--- src/core/aer_pkg.sv ---
// Package of constants and types for the converter event routing block
`default_nettype none
package aer_pkg;
    // Peripheral management register
    localparam logic [7:0] PCG_ADDR      = 8'hef;
    localparam logic [7:0] PCG_RESET     = 8'hff;
    localparam int         CLK_OFF_BIT   = 0;
    localparam logic [3:0] PCG_PAGE      = 4'h1;
    localparam logic       PCG_MAP_SEL   = 1'b0;
    localparam logic [7:0] NODE_VECTOR   = 8'h33;
    // Peripheral clock rate, fixed
    localparam int         PCLK_MHZ      = 48;
    // Select codes
    localparam logic [1:0] SEL_CONV      = 2'h3;
    localparam logic [1:0] SEL_PIN       = 2'h0;
    localparam logic [2:0] EXT_ORC0      = 3'h4;
    localparam logic [2:0] EXT_ORC1      = 3'h5;
    localparam logic [2:0] SYS_RUN_ORC0  = 3'h1;
    localparam logic [2:0] SYS_RUN_ORC2  = 3'h4;

    // Raw events from the kernel
    typedef struct packed {
        logic [1:0] source;
        logic [7:0] channel;
        logic [3:0] result;
        logic [7:0] out_of_range;
        logic       combined;
        logic [2:0] chan_ev;
        logic [2:0] boundary;
    } aer_events_t;

    // Select fields held in the capture/compare unit and system control
    typedef struct packed {
        logic [1:0] timer12_run_input_select;
        logic [1:0] timer13_run_input_select;
        logic [1:0] trap_input_select;
        logic [5:0] capture_select;
        logic [5:0] hall_select;
        logic [2:0] timer_external_input_select;
        logic [2:0] system_timer12_run_select;
        logic [2:0] system_timer13_run_select;
    } aer_selects_t;

    // Routed event pulses
    typedef struct packed {
        logic       timer12_hardware_run;
        logic       timer13_hardware_run;
        logic       trap_input;
        logic [2:0] capture_input;
        logic [2:0] hall_position_input;
        logic       timer_external_input;
    } aer_routed_t;

    // Interrupt enables
    typedef struct packed {
        logic [1:0] source_event_irq_enable;
        logic       channel_event_irq_enable;
        logic [3:0] result_irq_enable;
        logic       out_of_range_irq_enable;
    } aer_enables_t;
endpackage : aer_pkg
`default_nettype wire

--- src/core/aer_router.sv ---
// Converter clock gate, pin enables, interrupt mapping and event routing
//
// Operation
// Bit 0 of peripheral management register gates converter clock; resets to 1.
// Converter kernel runs from the fixed 48 MHz peripheral clock.
// Software selects system page 1, map 0, before touching the register.
// Port 2 pin n becomes analog channel n when its enable is 1.
// Source completion sets its flag; enabled source raises request line 0.
// Channel event sets channel flag; global channel enable raises line 0.
// Result event sets its flag; that register's enable raises line 0.
// Out-of-range event sets flag; global out-of-range enable raises line 1.
// Lines 0 and 1 share one node, one enable, vector 33h, two pendings.
// Combined channel event drives both timer run inputs at select 11.
// Channel event 0 drives trap input at trap select 11.
// Channel events 1 and 2 connect to nothing.
// Boundary event n drives capture n and Hall input n at select 11.
// Out-of-range 0 drives timer external input at 100, timer12 run at 001/00.
// Out-of-range 1 drives timer external input at select 101.
// Out-of-range 2 drives both timer runs at system 100, unit 00.
// Every routed output is a one-cycle pulse on the peripheral clock.
// While clock-off is requested, flags hold and all routed outputs stay low.
`timescale 1ns/100ps
`default_nettype none
module aer_router
    import aer_pkg::*;
#(
    parameter int CLK_MHZ = PCLK_MHZ
) (
    input  wire logic                  sys_clk_i,
    input  wire logic                  rst_n_i,
    // Special function register port
    input  wire logic [7:0]            sfr_addr_i,
    input  wire logic                  sfr_wr_i,
    input  wire logic                  sfr_rd_i,
    input  wire logic [7:0]            sfr_wdata_i,
    input  wire logic [3:0]            system_page_select_i,
    input  wire logic                  register_map_select_i,
    output logic      [7:0]            sfr_rdata_o,
    output logic                       sfr_hit_o,
    // Pin enables
    input  wire logic [7:0]            port_two_digital_input_enable_i,
    output logic      [7:0]            analog_channel_enable_o,
    // Kernel side
    input  wire aer_pkg::aer_events_t  events_i,
    input  wire aer_pkg::aer_enables_t enables_i,
    input  wire logic [1:0]            flag_clear_i,
    output logic                       converter_clock_enable_o,
    output logic      [1:0]            event_flag_o,
    output logic      [7:0]            channel_event_flag_o,
    output logic      [3:0]            result_event_flag_o,
    output logic      [7:0]            out_of_range_flag_o,
    // Interrupt node
    input  wire logic                  converter_node_enable_i,
    input  wire logic [1:0]            pending_clear_i,
    output logic                       request_zero_pending_o,
    output logic                       request_one_pending_o,
    output logic                       node_request_o,
    output logic      [7:0]            node_vector_o,
    // Routed events
    input  wire aer_pkg::aer_selects_t selects_i,
    output aer_pkg::aer_routed_t       routed_o
);
    import aer_pkg::*;

    // Elaboration guard: the kernel only runs from the fixed peripheral rate
    if (CLK_MHZ != PCLK_MHZ) begin : g_bad_clock
        $error("aer_router: peripheral clock must be the fixed rate");
    end

    logic [7:0]  pcg;
    logic [7:0]  next_pcg;
    logic        sel_hit;
    logic        clk_off;
    logic [1:0]  ev_flag, next_ev_flag;
    logic [7:0]  ch_flag, next_ch_flag;
    logic [3:0]  res_flag, next_res_flag;
    logic [7:0]  orc_flag, next_orc_flag;
    logic        sr0, sr1;
    logic [1:0]  pend, next_pend;
    aer_routed_t next_routed;

    // Register is visible only on page 1 of the standard map
    assign sel_hit = (sfr_addr_i == PCG_ADDR) && (system_page_select_i == PCG_PAGE)
                     && (register_map_select_i == PCG_MAP_SEL);
    assign clk_off = pcg[CLK_OFF_BIT];
    assign sfr_hit_o = sel_hit && (sfr_wr_i || sfr_rd_i);
    assign sfr_rdata_o = (sel_hit && sfr_rd_i) ? pcg : 8'h00;

    // Register write path
    always_comb begin
        next_pcg = pcg;
        if (sel_hit && sfr_wr_i) begin
            next_pcg = sfr_wdata_i;
        end
    end

    always_ff @(posedge sys_clk_i or negedge rst_n_i) begin
        if (!rst_n_i) begin
            pcg <= PCG_RESET;
        end else begin
            pcg <= next_pcg;
        end
    end

    // Kernel clock gate and analog pin enables
    assign converter_clock_enable_o = !clk_off;
    assign analog_channel_enable_o  = port_two_digital_input_enable_i;

    // Event flags: set wins over clear, frozen while clock is off
    always_comb begin
        next_ev_flag  = ev_flag;
        next_ch_flag  = ch_flag;
        next_res_flag = res_flag;
        next_orc_flag = orc_flag;
        if (!clk_off) begin
            if (flag_clear_i[0]) begin
                next_ev_flag  = '0;
                next_res_flag = '0;
                next_ch_flag  = '0;
            end
            if (flag_clear_i[1]) begin
                next_orc_flag = '0;
            end
            next_ev_flag  = next_ev_flag | events_i.source;
            next_ch_flag  = next_ch_flag | events_i.channel;
            next_res_flag = next_res_flag | events_i.result;
            next_orc_flag = next_orc_flag | events_i.out_of_range;
        end
    end

    // Service request lines from enabled events
    always_comb begin
        sr0 = 1'b0;
        sr1 = 1'b0;
        if (!clk_off) begin
            sr0 = |(events_i.source & enables_i.source_event_irq_enable)
                | (|events_i.channel & enables_i.channel_event_irq_enable)
                | |(events_i.result & enables_i.result_irq_enable);
            sr1 = |events_i.out_of_range & enables_i.out_of_range_irq_enable;
        end
    end

    // Two pending flags on one node; set wins over clear
    always_comb begin
        next_pend = (pend & ~pending_clear_i) | {sr1, sr0};
    end

    always_ff @(posedge sys_clk_i or negedge rst_n_i) begin
        if (!rst_n_i) begin
            ev_flag  <= '0;
            ch_flag  <= '0;
            res_flag <= '0;
            orc_flag <= '0;
            pend     <= '0;
        end else begin
            ev_flag  <= next_ev_flag;
            ch_flag  <= next_ch_flag;
            res_flag <= next_res_flag;
            orc_flag <= next_orc_flag;
            pend     <= next_pend;
        end
    end

    assign event_flag_o           = ev_flag;
    assign channel_event_flag_o   = ch_flag;
    assign result_event_flag_o    = res_flag;
    assign out_of_range_flag_o    = orc_flag;
    assign request_zero_pending_o = pend[0];
    assign request_one_pending_o  = pend[1];
    assign node_request_o = converter_node_enable_i && (|pend);
    assign node_vector_o  = NODE_VECTOR;

    // Event routing; channel events 1 and 2 are deliberately left unused
    always_comb begin
        next_routed = '0;
        if (!clk_off) begin
            next_routed.timer12_hardware_run =
                (events_i.combined && selects_i.timer12_run_input_select == SEL_CONV)
                || (events_i.out_of_range[0]
                    && selects_i.system_timer12_run_select == SYS_RUN_ORC0
                    && selects_i.timer12_run_input_select == SEL_PIN)
                || (events_i.out_of_range[2]
                    && selects_i.system_timer12_run_select == SYS_RUN_ORC2
                    && selects_i.timer12_run_input_select == SEL_PIN);
            next_routed.timer13_hardware_run =
                (events_i.combined && selects_i.timer13_run_input_select == SEL_CONV)
                || (events_i.out_of_range[2]
                    && selects_i.system_timer13_run_select == SYS_RUN_ORC2
                    && selects_i.timer13_run_input_select == SEL_PIN);
            next_routed.trap_input = events_i.chan_ev[0]
                && selects_i.trap_input_select == SEL_CONV;
            next_routed.timer_external_input =
                (events_i.out_of_range[0]
                 && selects_i.timer_external_input_select == EXT_ORC0)
                || (events_i.out_of_range[1]
                 && selects_i.timer_external_input_select == EXT_ORC1);
            for (int n = 0; n < 3; n++) begin
                next_routed.capture_input[n] = events_i.boundary[n]
                    && selects_i.capture_select[2*n +: 2] == SEL_CONV;
                next_routed.hall_position_input[n] = events_i.boundary[n]
                    && selects_i.hall_select[2*n +: 2] == SEL_CONV;
            end
        end
    end

    // Registered routing outputs, one cycle per kernel event pulse
    always_ff @(posedge sys_clk_i or negedge rst_n_i) begin
        if (!rst_n_i) begin
            routed_o <= '0;
        end else begin
            routed_o <= next_routed;
        end
    end
endmodule : aer_router
`default_nettype wire

--- config.mk ---
export PLATFORM = sky130hd
export DESIGN_NAME = aer_router
export DESIGN_NICKNAME = d
export VERILOG_FILES = /design/src/core/aer_pkg.sv /design/src/core/aer_router.sv
export SDC_FILE = /design/constraint.sdc
export NUM_CORES = 1
export LEC_CHECK = 0
export BUFFER_PORTS_ARGS = -buffer_cell sky130_fd_sc_hd__buf_2
export CELL_PAD_IN_SITES_DETAIL_PLACEMENT = 0
export CELL_PAD_IN_SITES_GLOBAL_PLACEMENT = 1
export CORE_MARGIN = 1.5
export CORE_UTILIZATION = 24
export DETAILED_ROUTE_END_ITERATION = 7
export PLACE_DENSITY = 0.76
export SYNTH_ARGS = -nofsm -noshare
export SYNTH_HDL_FRONTEND = slang
export SYNTH_SLANG_ARGS = --single-unit
--- constraint.sdc ---
create_clock -name sys_clk_i -period 1.2 [get_ports sys_clk_i]
set_input_delay 0.18 -clock sys_clk_i [delete_from_list [all_inputs] [get_ports sys_clk_i]]
set_output_delay 0.18 -clock sys_clk_i [all_outputs]
set_load 0.03 [all_outputs]
==> impl_metrics.csv, run 1 <==
group,metric,value,unit
final_layout,syn_to_final_growth,57.0,%
drt,post_drt_wl_per_cell,13.4,um
floorplanning,start_util,24.9,%
floorplanning,die_area,8600,um^2
global_route,grt_pass1_vias,1694,
floorplanning,rows,32,
global_route,grtUsageTotal,12.1,%
placement,dpl.hpwl,4020,um
placement,dp_cells,385,
synth,yosysMostFrequentCell,"dfrtp_1",
timing,fin_crit,1.42,ns
final_layout,antenna_cells,0,
clocking,clock_sinks,42,
setup_path,crit_path_max_fanout,3,
pwr,ir_worst_vdd,0.345,mV
job,drv_cap,0,
clocking,cts-root-buf,"clkbuf_8",
synth,synth.cells.most_frequent,"dfrtp_1, a22o_1, buf_4",
clocking,h-tree-depth,2,
setup_path,critPathLaunch,"pcg[0]",
drt,final_antenna_net_count,0,
synth,yosysWarnings,0,
drt,first_iter_violations,34,
min_path,min_path_type,"in -> reg",
global_route,grt_max_degree,43,
global_route,antenna_found_initial,0,
synth,synth_area_per_cell,12.7,um^2
timing,finalCritPeriodShare,118,%
timing,finalSetupViolCount,26,
min_path,hp-start,"selects_i[7]",
global_route,grt_pass1_wl,8050,um
clocking,cts_buffers,5,
drt,drtPass1Iterations,4,
synth,yosys_most_used_dff,"dfrtp_1",
synth,async_flop_share,100,%
global_route,grt.overflow.total,0,
setup_path,crit_arrival,1.24,ns
status,violations,"negative setup slack",
drt,dr_total_vias,1776,
setup_path,endpoint_kind,"primary output",
synth,synth-edff-count,0,
synth,ys_ff_latch,42,
drt,viasPerCell,4.43,
setup_path,worstSetupPathType,"reg -> out",
clocking,cts_tree,"done",
timing,finalHoldViolCount,0,
synth,synth_top_cell_area_share,44.0,%
setup_path,startpoint_type,"register",
final_layout,fin_util,39.0,%
timing,final.setup.tns,-1.76,ns
synth,yosysSeqAreaShare,54.9,%
setup_path,cp_data_required_time,1.02,ns
floorplanning,die_h,92.7,um
synth,synth_area_leaders,"dfrtp_1, dfstp_2, a22o_1",
pwr,powerDensity,1050,nW/um^2
placement,io_buffers,136,
floorplanning,core,7770,um^2
timing,fin_skew,0.00439,ns
floorplanning,io_pins,163,
drt,drc,0,
synth,yosysUniqueCellTypes,33,
synth,synthCells,152,
pwr,p_leak,1.53,nW
final_layout,layout.nets,400,
timing,fin_ws,-0.218,ns
final_layout,instances_no_fill,401,
timing,final_max_slew_viol_count,0,
floorplanning,die_w,92.7,um
timing,clock.fmax,705,MHz
clocking,clk-insertion-delay-late,0.28,ns
final_layout,layout-drive-gt1-share,64.9,%
placement,gp_congestion,0.723,
drt,wirelength,5380,um
setup_path,r2r_slack,-0.10,ns
status,status,"complete, but fails checks",
timing,rsz0062_at_grt,"true",
pwr,p_total,3.19,mW
synth,synth_top_area_cell,"dfrtp_1",
setup_path,r2r-start,"pcg[0]",
synth,synthesis.area,1930,um^2
clocking,clkTransAtPathRegs,0.08,ns
clocking,clk_path_buf_depth,2,
## per-layer routing
metal / track usage, % / part of all wire (%) / vias up
li1: - / - / 838
met2: 22.2 / 51 / 80
met5: 0 / 0 / -
met4: 3.91 / 0.80 / 0
met3: 3.04 / 7.0 / 2
met1: 13.6 / 41 / 856
## layout make-up
cell class,count,area (um^2)
well taps,102,128
inverters,2,10.0
flip-flops and latches,42,1060
clock buffers,5,68.8
clock inverters,3,40.0
repair buffers,154,952
fillers,801,4730
multi-input cells,93,773
## worst max-delay path, cell delays in order (launching register included)
cell	delay, ns
dfstp_2	0.60
buf_6	0.11
and2_4	0.13
buf_6	0.12
## cell families after synthesis
logic type | count (synthesis) | synth area share (%)
other cells | 2 | 0.389
simple gates | 43 | 15.1
mux | 9 | 6.74
buf+inv | 24 | 8.87
flops | 42 | 54.9
compound gates | 32 | 14.0
## registers in the layout (all words and copies together) (netlist names)
register / cells
pend: 2
out_of_range_flag_o: 8
pcg: 8
channel_event_flag_o: 8
result_event_flag_o: 4
event_flag_o: 2
routed_o: 10
## worst paths after layout
check	to	depth (start not counted)
max	sfr_rdata_o[0]	3
min	routed_o[0]	2
max reg2reg	pend[0]	4
min reg2reg	result_event_flag_o[3]	1
max in group asynchronous	pcg[1]	3
min in group asynchronous	routed_o[2]	3
## stage by stage
stage | hold slack, ns | setup WS, ns | instance area (um^2)
finish | 0.0456 | -0.218 | 3030
CTS | 0.0276 | -0.244 | 3010
global placement | 0.170 | -0.243 | 2710
floorplan | -0.116 | 0.0100 | 1980
global route | 0.0212 | -0.279 | 3030
detailed placement | 0.172 | -0.291 | 2710
## layout by cell type, fill, tap and decap left out, types with 2 or more instances in the layout
cell,count
and3_1,6
clkbuf_8,5
conb_1,8
nor4_1,5
nor2b_1,5
and4bb_2,2
buf_6,21
dfstp_2,8
and4_4,3
a21oi_1,2
a22oi_1,3
nand3_1,3
buf_4,8
nand3b_1,2
a22o_1,22
buf_2,122
nand2_1,2
clkinv_2,2
and4_1,2
dfrtp_1,34
mux2_4,8
and2_4,8
## timing repair
| action | in CTS | in global routing |
|---|---|---|
| hold endpoints to repair | 34 | 0 |
| gates resized for setup | 46 | 5 |
| setup endpoints to repair | 31 | 40 |
| pin swaps | 12 | 10 |
| buffers inserted | 4 | 1 |
| hold buffers | 1 | 0 |
| cloned | 2 | 0 |
## where the power goes
part,total [mW],switching (mW),internal [mW]
combinational,0.597,0.342,0.255
clock,1.08,0.466,0.612
sequential,1.51,0.0304,1.48
Power figures use the tool's default switching activity.
==> inputs of run 2 (changes only) <==
==> config.mk (replaced) <==
export PLATFORM = sky130hd
export DESIGN_NAME = aer_router
export DESIGN_NICKNAME = d
export VERILOG_FILES = /design/src/core/aer_pkg.sv /design/src/core/aer_router.sv
export SDC_FILE = /design/constraint.sdc
export NUM_CORES = 1
export LEC_CHECK = 0
export CELL_PAD_IN_SITES_DETAIL_PLACEMENT = 0
export CELL_PAD_IN_SITES_GLOBAL_PLACEMENT = 1
export CORE_MARGIN = 1.5
export CORE_UTILIZATION = 39
export DETAILED_ROUTE_END_ITERATION = 7
export DONT_BUFFER_PORTS = 1
export PLACE_DENSITY = 0.74
export SYNTH_ARGS = -nofsm -noshare
export SYNTH_HDL_FRONTEND = slang
export SYNTH_SLANG_ARGS = --single-unit
==> run 2 against run 1 <==
The flow still finishes with violations (negative setup slack). Fmax grew 4.3%. Clock power is essentially flat. Setup slack gained 0.058 ns. Critical path type unchanged. Critical endpoint unchanged.
==> impl_metrics.csv, run 2 (synthesized netlist as in run 1, its figures left out) <==
group,metric,value,unit
setup_path,r2r-start,"pcg[0]",
global_route,antenna_found_initial,0,
final_layout,regMostFlops,"routed_o",
timing,finalHoldViolCount,0,
clocking,clkTransAtPathRegs,0.08,ns
pwr,internal_power,2.17,mW
pwr,clkPwrFrac,35.5,%
clocking,cts-root-buf,"clkbuf_8",
clocking,clock_sinks,42,
pwr,ir_worst_vdd,0.390,mV
pwr,p_leak,1.01,nW
setup_path,crit_arrival,1.18,ns
floorplanning,die_area,5380,um^2
status,status,"complete, but fails checks",
clocking,clk-insertion-delay-late,0.29,ns
final_layout,regArea,1060,um^2
setup_path,crit_family,"flip-flops",
pwr,pwr-share-comb,8.0,%
placement,dpl.hpwl,3480,um
floorplanning,die_w,73.4,um
pwr,switching_share,26.3,%
drt,final_antenna_net_count,0,
setup_path,cp_cell_sequence,"buf_6, and2_4",
timing,hold_ws,0.0291,ns
min_path,hp-start,"selects_i[26]",
setup_path,cp_data_required_time,1.02,ns
global_route,grt_max_degree,43,
final_layout,layout.nets,267,
global_route,met2_usage,31.4,%
setup_path,cp.buffers_inverters,1,
pwr,p_seq_share,56.5,%
job,drv_cap,0,
final_layout,largest_reg_flops,10,
setup_path,worstSetupPathType,"reg -> out",
timing,finalCritPeriodShare,113,%
setup_path,startpoint_type,"register",
setup_path,endpoint_kind,"primary output",
min_path,min_path_type,"in -> reg",
final_layout,final_common_cell,"dfrtp_1",
timing,fin_ws,-0.160,ns
setup_path,reg2reg_depth,6,
min_path,hold_path_end,"routed_o[9]",
clocking,clk_path_buf_depth,2,
timing,rsz0062_at_grt,"true",
final_layout,antenna_cells,0,
min_path,whs_path_depth,2,
setup_path,slowest_stage,"dfstp_2",
placement,dp_cells,211,
floorplanning,rows,25,
setup_path,r2r_end,"channel_event_flag_o[5]",
floorplanning,io_pins,163,
final_layout,syn_to_final_growth,20.0,%
clocking,cts_buffers,5,
pwr,powerDensity,1270,nW/um^2
global_route,met1_usage,16.2,%
placement,io_buffers,0,
drt,first_iter_violations,58,
timing,fin_skew,0.00500,ns
drt,drc,0,
floorplanning,die_h,73.4,um
global_route,busiest_layer,"met2",
placement,gp_congestion,0.757,
final_layout,fill_cells,437,
global_route,grt_pass1_wl,6800,um
global_route,use_met3,5.21,%
floorplanning,start_util,40.6,%
final_layout,layout-drive-gt1-share,36.7,%
global_route,grt_pass1_vias,1404,
clocking,cts_tree,"done",
drt,drtPass1Iterations,4,
timing,finalSetupViolCount,29,
drt,dr_total_vias,1376,
final_layout,multi_input_area,786,um^2
floorplanning,core,4750,um^2
drt,post_drt_wl_per_cell,21.2,um
timing,final_max_slew_viol_count,0,
global_route,grt.overflow.total,0,
timing,fin_crit,1.36,ns
timing,clock.fmax,735,MHz
global_route,grtUsageTotal,16.7,%
drt,wirelength,4940,um
pwr,power.switching,0.775,mW
setup_path,r2r_slack,-0.13,ns
final_layout,instances_no_fill,233,
status,violations,"negative setup slack",
clocking,h-tree-depth,2,
final_layout,mostFrequentLayoutCells,"dfrtp_1, a22o_1, buf_4",
setup_path,crit_path_max_fanout,3,
drt,viasPerCell,5.91,
setup_path,slowest_delay,0.60,ns
## run 2: changes by cell type in the layout (fill, tap and decap cells not counted), moves of 2 or more
cell	change
clkinv_2	-2
clkbuf_8	+3
nand2_8	+2
buf_2	-122
buf_4	+3
buf_12	+4
buf_6	-19
## run 2: worst max path at each step
stage | start | endpoint | slack (ns) | depth (start not counted)
floorplan | pcg[0] | channel_event_flag_o[7] | 0.01 | 4
global placement | pcg[0] | channel_event_flag_o[0] | -0.05 | 4
detailed placement | register_map_select_i | sfr_rdata_o[0] | -0.1 | 3
CTS | pcg[0] | sfr_rdata_o[0] | -0.19 | 2
global route | pcg[0] | sfr_rdata_o[0] | -0.20 | 2
finish | pcg[0] | sfr_rdata_o[0] | -0.16 | 2
## run 2: metrics by stage
step,utilization [%],total power [mW],instance area (um^2),setup TNS (ns),setup WS [ns]
after global routing,48.8,3.07,2320,-3.26,-0.201
final,48.8,2.95,2320,-2.01,-0.160
after global placement,41.5,1.86,1970,-0.869,-0.0462
after CTS,46.2,2.98,2200,-1.99,-0.185
after detailed placement,41.5,1.87,1970,-1.84,-0.0995
after floorplan,-,1.89,1980,0,0.0100
## run 2: area by class of cell
class | count | area share (%)
Tap cell | 67 | 3.62
Multi-Input combinational cell | 92 | 33.9
Timing Repair Buffer | 22 | 11.4
Clock buffer | 8 | 4.75
Sequential cell | 42 | 45.8
Inverter | 2 | 0.540
## run 2: timing repair
item / CTS / global route
cloned: 0 / 1
hold buffers: 3 / 0
buffers inserted: 5 / 5
resized for setup: 18 / 13
pin swaps: 0 / 15
setup endpoints to repair: 26 / 41
hold endpoints to repair: 43 / 0
## run 2: layer usage
layer	up-vias	part of all wire, %	routed length [um]
met3	13	8.6	423
li1	566	-	-
met4	0	2.4	119
met1	687	34	1680
met5	-	0	0
met2	110	55	2720
## run 2: power groups by stage
stage          Combinational (mW)  Clock, mW  Sequential (mW)
5_1_grt                     0.256       1.15             1.67
4_1_cts                     0.225       1.09             1.66
3_3_place_gp                0.171          0             1.69
6_report                    0.236       1.05             1.66
3_5_place_dp                0.178          0             1.69
2_1_floorplan               0.210          0             1.68
## run 2: worst reg2reg max path, delay by kind of cell, from the launching register on
| kind | cells | cell delay [ns] |
|---|---|---|
| buffers and inverters | 4 | 0.46 |
| DFF | 1 | 0.60 |
| and+or+nand+nor | 1 | 0.09 |
| AOI/OAI and AO/OA | 1 | 0.13 |
